--- src/hdl/amc_defs.svh ---
// Functional notes
// - mode field codes: 00 run, 01 full power down, 10 standby, 11 digital reset.
// - test register low four bits pick a test pattern; nonzero replaces conversion data.
// - 0000 off by default, 0001 midscale, 0010 positive full scale, 0011 negative.
// - 0100 gives a checkerboard alternating between complementary words.
// - 0101 gives a 23-bit pseudorandom sequence, 0110 a 9-bit one.
// - 0111 toggles whole words ones/zeros; 1001 gives a one/zero bit toggle.
// - 1000 user pattern, 1010 sync, 1011 one bit high, 1100 mixed frequency.
// - host sets self-test bit 0; device starts self-test whenever it is set.
// - an eight-bit twos complement offset, +127 to -128, adds to conversion output.
`ifndef AMC_DEFS_SVH
`define AMC_DEFS_SVH
`define AMC_OFS_MODES     8'h08
`define AMC_OFS_CLKDIV    8'h0b
`define AMC_OFS_TEST      8'h0d
`define AMC_OFS_SELFTEST  8'h0e
`define AMC_OFS_OFFSET    8'h10
`define AMC_OFS_OUTFMT    8'h14
`define AMC_RST_VALUE     8'h00
`define AMC_BIT_INVERT    2
`define AMC_BIT_DISABLE   4
`define AMC_BIT_ST_INIT   2
`define AMC_USER_PATTERN  12'ha5c
`define AMC_SYNC_PATTERN  12'h800
`define AMC_PN23_SEED     23'h7fffff
`define AMC_PN9_SEED      9'h1ff
`endif

--- src/hdl/amc_pkg.sv ---
package amc_pkg;
    typedef enum logic [1:0] {AMC_RUN, AMC_PDOWN, AMC_STBY, AMC_DRST} amc_mode_t;
    typedef enum logic [1:0] {AMC_OFFBIN, AMC_TWOS, AMC_GRAY, AMC_OFFBIN2} amc_fmt_t;
endpackage : amc_pkg

--- src/hdl/amc_regs.sv ---
`timescale 1ns/1ps
`include "amc_defs.svh"
module amc_regs
    import amc_pkg::*;
#(
    parameter int DW = 12
)(
    // clock, reset, enable
    input  wire logic          clk,
    input  wire logic          arst_n,
    input  wire logic          ce,
    // register port
    input  wire logic          reg_wr,
    input  wire logic [7:0]    reg_addr,
    input  wire logic [7:0]    reg_wdata,
    output logic      [7:0]    reg_rdata_q,
    // conversion data in, pattern data out
    input  wire logic [DW-1:0] conv_data,
    output logic      [DW-1:0] dout_q,
    output logic               dout_oe_q,
    // mode controls
    output logic               run_q,
    output logic               power_down_q,
    output logic               standby_q,
    output logic               digital_reset_q,
    output logic               self_test_start_q,
    output logic               clk_div_pulse_q
);
    logic [7:0] modes_q, modes_d, div_q, div_d, test_q, test_d;
    logic [7:0] st_q, st_d, ofs_q, ofs_d, fmt_q, fmt_d, rd_d;
    logic [2:0] cnt_q, cnt_d;
    logic [22:0] pn23_q, pn23_d;
    logic [8:0]  pn9_q, pn9_d;
    logic        tog_q, tog_d;
    logic [3:0]  bit_q, bit_d;
    logic [DW-1:0] pat, corr, fm, dout_d;
    logic [DW:0]   sum;
    logic          run_d, power_down_d, standby_d, digital_reset_d;
    logic          self_test_start_d, clk_div_pulse_d, dout_oe_d;

    // register writes and read mux
    always_comb
    begin
        modes_d = modes_q;
        div_d   = div_q;
        test_d  = test_q;
        st_d    = st_q;
        ofs_d   = ofs_q;
        fmt_d   = fmt_q;
        if (reg_wr)
        begin
            case (reg_addr)
                `AMC_OFS_MODES:    modes_d = reg_wdata;
                `AMC_OFS_CLKDIV:   div_d   = reg_wdata;
                `AMC_OFS_TEST:     test_d  = reg_wdata;
                `AMC_OFS_SELFTEST: st_d    = reg_wdata;
                `AMC_OFS_OFFSET:   ofs_d   = reg_wdata;
                `AMC_OFS_OUTFMT:   fmt_d   = reg_wdata;
                default: ;
            endcase
        end
        case (reg_addr)
            `AMC_OFS_MODES:    rd_d = modes_q;
            `AMC_OFS_CLKDIV:   rd_d = div_q;
            `AMC_OFS_TEST:     rd_d = test_q;
            `AMC_OFS_SELFTEST: rd_d = st_q;
            `AMC_OFS_OFFSET:   rd_d = ofs_q;
            `AMC_OFS_OUTFMT:   rd_d = fmt_q;
            default:           rd_d = 8'h00; // unmapped reads as zero
        endcase
    end

    // divider, pattern generators and data path next state
    always_comb
    begin
        // ratio is field plus one, so count 0..field
        cnt_d  = (cnt_q >= div_q[2:0]) ? 3'h0 : cnt_q + 3'h1;
        clk_div_pulse_d = (cnt_q == 3'h0);
        pn23_d = {pn23_q[21:0], pn23_q[22] ^ pn23_q[17]};
        pn9_d  = {pn9_q[7:0], pn9_q[8] ^ pn9_q[4]};
        // generators restart while their reset bits are set, so a test can realign
        if (test_q[5])
            pn23_d = `AMC_PN23_SEED;
        if (test_q[4])
            pn9_d  = `AMC_PN9_SEED;
        tog_d  = ~tog_q;
        bit_d  = (bit_q == 4'(DW - 1)) ? 4'h0 : bit_q + 4'h1;
        case (test_q[3:0])
            4'h1:    pat = {1'b1, {(DW-1){1'b0}}};
            4'h2:    pat = {1'b1, {(DW-1){1'b1}}};
            4'h3:    pat = {DW{1'b0}};
            4'h4:    pat = tog_q ? {(DW/2){2'b10}} : {(DW/2){2'b01}};
            4'h5:    pat = pn23_q[DW-1:0];
            4'h6:    pat = {pn9_q, pn9_q[8:6]};
            4'h7:    pat = {DW{tog_q}};
            4'h8:    pat = `AMC_USER_PATTERN;
            4'h9:    pat = tog_q ? {(DW/2){2'b10}} : {DW{1'b0}};
            4'ha:    pat = `AMC_SYNC_PATTERN;
            4'hb:    pat = DW'(1) << bit_q;
            4'hc:    pat = {{(DW/4){tog_q}}, {(DW/4){1'b1}}, {(DW/4){1'b0}},
                            {(DW/4){cnt_q[0]}}};
            default: pat = '0;
        endcase
        // offset added in signed domain, saturating
        sum  = {conv_data[DW-1], conv_data} + {{(DW-7){ofs_q[7]}}, ofs_q};
        if (sum[DW] != sum[DW-1])
            corr = sum[DW] ? {1'b1, {(DW-1){1'b0}}} : {1'b0, {(DW-1){1'b1}}};
        else
            corr = sum[DW-1:0];
        // format conversion on offset-binary code; core data is twos complement
        fm = (test_q[3:0] != 4'h0) ? pat : {~corr[DW-1], corr[DW-2:0]};
        case (amc_fmt_t'(fmt_q[1:0]))
            AMC_TWOS: fm = {~fm[DW-1], fm[DW-2:0]};
            AMC_GRAY: fm = fm ^ (fm >> 1);
            default:  fm = fm;
        endcase
        dout_d = fmt_q[`AMC_BIT_INVERT] ? ~fm : fm;
        dout_oe_d = ~fmt_q[`AMC_BIT_DISABLE];
        // one-hot mode decode; digital reset is only flagged, registers keep their values
        run_d             = (modes_q[1:0] == AMC_RUN);
        power_down_d      = (modes_q[1:0] == AMC_PDOWN);
        standby_d         = (modes_q[1:0] == AMC_STBY);
        digital_reset_d   = (modes_q[1:0] == AMC_DRST);
        self_test_start_d = st_q[0];
    end

    always_ff @(posedge clk or negedge arst_n)
    begin
        if (!arst_n)
        begin
            modes_q <= `AMC_RST_VALUE;
            div_q   <= `AMC_RST_VALUE;
            test_q  <= `AMC_RST_VALUE;
            st_q    <= `AMC_RST_VALUE;
            ofs_q   <= `AMC_RST_VALUE;
            fmt_q   <= `AMC_RST_VALUE;
            reg_rdata_q <= 8'h00;
            cnt_q   <= 3'h0;
            pn23_q  <= `AMC_PN23_SEED;
            pn9_q   <= `AMC_PN9_SEED;
            tog_q   <= 1'b0;
            bit_q   <= 4'h0;
            dout_q  <= '0;
            dout_oe_q <= 1'b0;
            run_q <= 1'b0;
            power_down_q <= 1'b0;
            standby_q <= 1'b0;
            digital_reset_q <= 1'b0;
            self_test_start_q <= 1'b0;
            clk_div_pulse_q <= 1'b0;
        end
        else if (ce)
        begin
            modes_q <= modes_d;
            div_q   <= div_d;
            test_q  <= test_d;
            st_q    <= st_d;
            ofs_q   <= ofs_d;
            fmt_q   <= fmt_d;
            reg_rdata_q <= rd_d;
            cnt_q   <= cnt_d;
            pn23_q  <= pn23_d;
            pn9_q   <= pn9_d;
            tog_q   <= tog_d;
            bit_q   <= bit_d;
            dout_q  <= dout_d;
            dout_oe_q         <= dout_oe_d;
            run_q             <= run_d;
            power_down_q      <= power_down_d;
            standby_q         <= standby_d;
            digital_reset_q   <= digital_reset_d;
            self_test_start_q <= self_test_start_d;
            clk_div_pulse_q   <= clk_div_pulse_d;
        end
    end

    // each check looks one clock edge after its cause
    AST_MODE_RUN: assert property (@(posedge clk) disable iff (!arst_n)
        ce && modes_q[1:0] == 2'b00 |=> run_q && !power_down_q)
        else $error("run mode not decoded");
    AST_MODE_RST: assert property (@(posedge clk) disable iff (!arst_n)
        ce && modes_q[1:0] == 2'b11 |=> digital_reset_q && !standby_q)
        else $error("digital reset not decoded");
    AST_MODE_STBY: assert property (@(posedge clk) disable iff (!arst_n)
        ce && modes_q[1:0] == 2'b10 |=> standby_q && !run_q)
        else $error("standby mode not decoded");
    AST_MODE_PDN: assert property (@(posedge clk) disable iff (!arst_n)
        ce && modes_q[1:0] == 2'b01 |=> power_down_q && !digital_reset_q)
        else $error("power down mode not decoded");
    AST_TEST_MID: assert property (@(posedge clk) disable iff (!arst_n)
        ce && test_q[3:0] == 4'h1 && fmt_q[2:0] == 3'h0
        |=> dout_q == {1'b1, {(DW-1){1'b0}}})
        else $error("midscale pattern wrong");
    AST_TEST_NEG: assert property (@(posedge clk) disable iff (!arst_n)
        ce && test_q[3:0] == 4'h3 && fmt_q[2:0] == 3'h0 |=> dout_q == '0)
        else $error("negative full scale wrong");
    AST_CHECKER: assert property (@(posedge clk) disable iff (!arst_n)
        ce && test_q[3:0] == 4'h4 && fmt_q[2:0] == 3'h0 ##1 ce && test_q[3:0] == 4'h4
        && fmt_q[2:0] == 3'h0 |=> dout_q == ~$past(dout_q))
        else $error("checkerboard not alternating");
    AST_PN_HOLD: assert property (@(posedge clk) disable iff (!arst_n)
        ce && test_q[5] ##1 ce && test_q[5] && test_q[3:0] == 4'h5 && fmt_q[2:0] == 3'h0
        |=> dout_q == DW'(`AMC_PN23_SEED))
        else $error("long sequence did not restart");
    AST_WORD_TOG: assert property (@(posedge clk) disable iff (!arst_n)
        ce && test_q[3:0] == 4'h7 && fmt_q[2:0] == 3'h0
        |=> dout_q == '0 || dout_q == '1)
        else $error("word toggle not all ones or zeros");
    AST_ONE_HIGH: assert property (@(posedge clk) disable iff (!arst_n)
        ce && test_q[3:0] == 4'hb && fmt_q[2:0] == 3'h0 |=> $onehot(dout_q))
        else $error("one bit high pattern wrong");
    AST_SELFTEST: assert property (@(posedge clk) disable iff (!arst_n)
        ce && st_q[0] |=> self_test_start_q)
        else $error("self-test not started");
    // the counter only sits at zero once the ratio was already one an edge before
    AST_DIV1: assert property (@(posedge clk) disable iff (!arst_n)
        ce && div_q[2:0] == 3'h0 && $past(ce) && $past(div_q[2:0]) == 3'h0
        |=> clk_div_pulse_q)
        else $error("divide by one not continuous");
    AST_OFFSET: assert property (@(posedge clk) disable iff (!arst_n)
        ce && test_q[3:0] == 4'h0 && fmt_q[2:0] == 3'h1 && ofs_q == 8'h00
        |=> dout_q == $past(conv_data))
        else $error("zero offset changed data");
    AST_DISABLE: assert property (@(posedge clk) disable iff (!arst_n)
        ce && fmt_q[`AMC_BIT_DISABLE] |=> !dout_oe_q)
        else $error("output not disabled");
    // a low enable must hold the data, read-back and divider pulse outputs
    AST_FREEZE: assert property (@(posedge clk) disable iff (!arst_n)
        !ce |=> $stable(dout_q) && $stable(reg_rdata_q) && $stable(clk_div_pulse_q))
        else $error("state moved while enable low");
endmodule : amc_regs

--- config.mk ---
export PLATFORM = sky130hd
export DESIGN_NAME = amc_regs
export DESIGN_NICKNAME = d
export VERILOG_FILES = /design/src/hdl/amc_pkg.sv /design/src/hdl/amc_regs.sv
export VERILOG_INCLUDE_DIRS = /design/src /design/src/hdl
export SDC_FILE = /design/constraint.sdc
export NUM_CORES = 1
export LEC_CHECK = 0
export ABC_AREA = 1
export BUFFER_PORTS_ARGS = -buffer_cell sky130_fd_sc_hd__buf_2
export CORE_MARGIN = 1.5
export CORE_UTILIZATION = 65
export CTS_CLUSTER_DIAMETER = 100
export CTS_CLUSTER_SIZE = 28
export DETAILED_ROUTE_END_ITERATION = 10
export GPL_ROUTABILITY_DRIVEN = 1
export PLACE_DENSITY = 0.86
export REMOVE_ABC_BUFFERS = 1
export SLEW_MARGIN = 15
export SYNTH_ARGS = -nofsm -noshare
export SYNTH_HDL_FRONTEND = slang
export SYNTH_SLANG_ARGS = --single-unit
--- constraint.sdc ---
create_clock -name clk -period 4.2 [get_ports clk]
set_input_delay 0.84 -clock clk [delete_from_list [all_inputs] [get_ports clk]]
set_output_delay 0.84 -clock clk [all_outputs]
set_load 0.05 [all_outputs]
Word level (Yosys, flattened, before mapping)
Cells that the tools add are included.
Storage, ports and cells
  register bits: 115
  input bits: 32
Operators by class
  add/subtract/negate cells: 3
  magnitude comparators: 1
  eq/ne operators: 24
  shift-type cells: 1
  mux-type cells: 13
  bitwise gates (word level): 8
  reductions and logical operators: 10
Operators by type and width (count)
  $pmux 12 s10: 1
  $mux 12: 6
  $pmux 8 s6: 1
  $eq 8x4->1 const B: 4
  $eq 4x4->1 const B: 6
  $pmux 12 s2: 1
  $mux 23: 1
  $reduce_and 3->1: 6
  $eq 4x3->1 const B: 4
  $eq 8x5->1 const B: 2
  $add 12x8->13: 1
  $not 12->12: 1
  $shl 1x4->12 const A: 1
  $xor 12x11->12: 1
  $mux 9: 1
  $eq 2x2->1 const B: 3
  $add 4x1->4 const B: 1
  $eq 2x1->1 const B: 2
  $eq 4x1->1 const B: 1
  $eq 4x2->1 const B: 1
  $mux 4: 1
  $not 1->1: 4
  $reduce_bool 4->1: 1
  $add 3x1->3 const B: 1
  7 further kinds: 8

Longest topological paths before layout
  depth after elaboration: 9
  depth in mapped cells: 20
  gate-level depth less buffers: 20

Least setup slack after synthesis
Ideal clock, no wire load.
  path kind: in2reg
  from: input conv_data[0]
  to: register dout_q[3]
  setup time: 0.118 ns
  arrival: 2.678 ns
  data required time: 4.082 ns
  path slack: 1.404 ns
  stages: 17
  path buffers: 1
  path through: ha_1 fa_1 nand3_1 nand2_1 nand3_2 nand3_1 nand2_1 nand3_2 nand2_2 buf_6 nand2_2 nand2_2 inv_2 o21bai_1 nand3_1 nand3_1 nand2_1
On the way
  longest elaborated chain between the ends: 8
  elaborated cells between the ends (all ways): 9
  those cells by class: add/sub (1); eq/ne (1); mux (5); bitwise (2)
RTL lines
  start: declaration: line amc_regs.sv:18  | input wire logic [DW-1:0] conv_data,
  $add 12x8->13 (*): line amc_regs.sv:105  | sum = {conv_data[DW-1], conv_data} + {{(DW-7){ofs_q[7]}}, ofs_q};
  $mux 12 or $ne 1x1->1 (tied branches): line amc_regs.sv:107, amc_regs.sv:106
  $mux 12 (*): line amc_regs.sv:106  | if (sum[DW] != sum[DW-1])
  $mux 12 (*): line amc_regs.sv:111  | fm = (test_q[3:0] != 4'h0) ? pat : {~corr[DW-1], corr[DW-2:0]};
  $xor 12x11->12: line amc_regs.sv:114  | AMC_GRAY: fm = fm ^ (fm >> 1);
  $pmux 12 s2 (*): line amc_regs.sv:112  | case (amc_fmt_t'(fmt_q[1:0]))
  $not 12->12: line amc_regs.sv:117  | dout_d = fmt_q[`AMC_BIT_INVERT] ? ~fm : fm;
  $mux 12 (*): line amc_regs.sv:117
  end signal: assignment: line amc_regs.sv:166  | dout_q <= dout_d;
  end: declaration: line amc_regs.sv:19  | output logic [DW-1:0] dout_q,
Mark *: on every way between the ends. The rest lies on a longest branch, timed or not.
A chain may end at the register's enable or synchronous reset.

Final worst setup path
  from: register ofs_q[0]
  to: register dout_q[5]
On the way
  longest elaborated chain between the ends: 8
  elaborated cells between the ends (all ways): 9
  those cells by class: add/sub (1); eq/ne (1); mux (5); bitwise (2)
RTL lines
  start: declaration: line amc_regs.sv:30  | logic [7:0] st_q, st_d, ofs_q, ofs_d, fmt_q, fmt_d, rd_d;
  start signal: assignment: line amc_regs.sv:135  | ofs_q <= `AMC_RST_VALUE;
  start signal: assignment: line amc_regs.sv:158  | ofs_q <= ofs_d;
  $add 12x8->13 (*): line amc_regs.sv:105
  $mux 12 or $ne 1x1->1 (tied branches): line amc_regs.sv:107, amc_regs.sv:106
  $mux 12 (*): line amc_regs.sv:106
  $mux 12 (*): line amc_regs.sv:111
  $xor 12x11->12: line amc_regs.sv:114
  $pmux 12 s2 (*): line amc_regs.sv:112
  $not 12->12: line amc_regs.sv:117
  $mux 12 (*): line amc_regs.sv:117
Marks and branches as above.

==> metrics.yaml <==
fin_util_pct: 77.1
synth-xor-area-share_pct: 1.45
rows: 36
synth-main-ff-cell: "dfrtp_1"
grt_pass1_vias: 6135
cts_root_buffer: "clkbuf_8"
synth_mux_area_share_pct: 0
slew_headroom_pct: 27.5
fin_nets: 975
crit_arrival_ns: 3.12
ctsHtreeMaxLevel: 4
power.density_nw_per_um2: 396
synth_top_family_by_area: "simple AND/OR/NAND/NOR gates"
synth_edf_count: 0
gp_congestion: 0.961
port_buffers: 58
cts_buffer_depth: 2
cts_resized: 0
routed_wl_um: 17300
num_antenna_cells: 0
post_cts.repair.setup_buffers: 0
rsz0062_at_grt: "false"
yosysSeqAreaShare_pct: 44.0
dr.pass1.iters: 6
drv_slew: 0
ys_ff_latch: 115
cp-end-kind: "flop"
ys_warn_count: 0
hold_violations: 0
grt_pass1_wl_um: 29500
maxCapViolCount: 0
vias_per_cell: 5.78
boundaryPins: 59
drive_gt1_share_pct: 16.5
die_w_um: 104
synth_area_per_cell_um2: 7.71
period_share_pct: 64.1
async_reset_ff_share_pct: 100
finalNonFillerCells: 1063
cts_inserted_buffers: 17
setup_tns_ns: 0
synth-simple-area-share_pct: 25.3
die_area_um2: 10800
ant_nets: 0
status: "finished, final reports clean"
synth_compound_area_share_pct: 15.2
final_common_cell: "nand2_1"
worstSetupPathType: "reg -> reg"
finalSetupViolCount: 0
cts_tree: "done"
initial_utilization_pct: 67.5
power_mw: 3.00
required_ns: 4.63
cts_hold_buf: 0
core-area_um2: 9820
fmax_mhz: 372
synth_adder_area_share_pct: 5.02
grt_max_degree: 73
fin_crit_ns: 2.69
tightest_slew_ns: 1.08
drt_iter0_drc: 518
grt_usage_pct: 34.5
area_growth_pct: 14.2
hold_class: "in -> async"
placed_cells: 1031
clk-insertion-delay-late_ns: 0.54
overflow: 0
cts_sinks: 115
fin_skew_ns: 0.00719
path_max_fanout: 12
final_cell_area_um2: 7570
ir_worst_vdd_v: 0.000344
mostFrequentLayoutCells: "nand2_1 (241), inv_1 (124), dfrtp_1 (83)"
drc: 0
cp-start-kind: "flop"
clk_pin_slew_ns: 0.06
syn_inst: 860
wl_per_cell_um: 16.3
dp_hpwl_um: 12200
vias: 6146
p_leak_nw: 3.90
synth.distinct_cells: 46
placed_area_um2: 7010
antenna_found_initial: 0
dieHeight_um: 104
netlist_area_um2: 6630
## logic make-up (layout without fill, tap and decap cells)
| logic type | Yosys count | count (layout) |
|---|---|---|
| fa+ha+maj | 26 | 26 |
| buf+inv | 151 | 221 |
| flops | 115 | 115 |
| compound gates | 163 | 163 |
| xor+xnor | 11 | 11 |
| simple gates | 394 | 394 |
## cells in the mapped netlist (2+ instances only)
library cell / number / area [um2]
buf_2: 7 / 35.0
clkbuf_1: 13 / 48.8
o21ai_2: 2 / 17.5
a221oi_1: 9 / 78.8
dfstp_2: 32 / 841
o211ai_1: 2 / 15.0
nand2_2: 13 / 81.3
nand3_2: 2 / 20.0
ha_1: 25 / 313
nand2_1: 241 / 905
inv_2: 3 / 11.3
o21ai_1: 2 / 10.0
a21oi_1: 21 / 105
a31oi_1: 7 / 43.8
dfrtp_1: 83 / 2080
a22oi_1: 30 / 225
buf_6: 2 / 22.5
nor2_2: 3 / 18.8
nand4_1: 7 / 43.8
xnor2_1: 5 / 43.8
nand3_1: 63 / 315
xor2_1: 6 / 52.6
o21ai_0: 62 / 310
o22ai_1: 14 / 87.6
inv_1: 124 / 465
nor2_1: 47 / 176
nor3_1: 11 / 55.1
o21a_1: 4 / 30.0
o2111ai_1: 2 / 17.5
a21oi_2: 2 / 17.5
## registers in the layout, summed over array words and instances, names as in the netlist, 3 cells and up
signal	flops
bit_q	4
cnt_q	3
div_q	8
dout_q	12
fmt_q	8
modes_q	8
ofs_q	8
pn23_q	23
pn9_q	9
reg_rdata_q	8
st_q	8
test_q	8
## power by group
part           switching [mW]  total, mW  leakage (nW)  internal (mW)
combinational           0.298      0.422          2.30          0.124
clock                   0.520       1.35         0.277          0.830
sequential             0.0573       1.23          1.32           1.17
## routing by layer
metal | vias up | track usage, % | routed length [um]
met2 | 263 | 59.7 | 8840
li1 | 2942 | - | -
met3 | 56 | 7.64 | 1070
met1 | 2885 | 40.7 | 6810
met5 | - | 0 | 0
met4 | 0 | 16.6 | 575
## critical path, stage by stage, from the launching register on
cell and delay, ns:
dfrtp_1 0.41, ha_1 0.26, fa_1 0.43, nand3_1 0.10
nand2_1 0.12, nand3_2 0.11, nand3_1 0.09, nand2_1 0.09
nand3_2 0.09, nand2_2 0.22, nand2_1 0.10, nand2_2 0.08
inv_1 0.06, o21ai_1 0.18, nand3_1 0.10, nand3_1 0.10
nand2_1 0.05
## final timing paths
path	startpoint	endpoint	slack, ns	depth (start not counted)
worst max register to register	ofs_q[0]	dout_q[5]	1.51	16
max in group asynchronous	arst_n	power_down_q	3.03	2
worst max-delay path	ofs_q[0]	dout_q[5]	1.51	16
min in group clk	dout_q[3]	dout_q[3]	0.47	2
worst min-delay path	arst_n	bit_q[0]	0.43	1
worst min register to register	dout_q[3]	dout_q[3]	0.47	2
## per-stage QoR
stage / setup WS [ns] / hold WS, ns
after global routing: 1.29 / 0.492
after floorplan: 1.38 / 0.453
after global placement: 1.11 / 0.459
final: 1.51 / 0.434
after CTS: 1.55 / 0.465
after detailed placement: 1.01 / 0.462
## final cells by class
type / instances / area [um2]
multi-input cells: 594 / 3110
well taps: 133 / 166
inverters: 127 / 477
clock inverters: 12 / 105
fillers: 729 / 2250
repair buffers: 62 / 335
clock buffers: 20 / 455
flip-flops and latches: 115 / 2920
(Power assumes the default switching activity.)
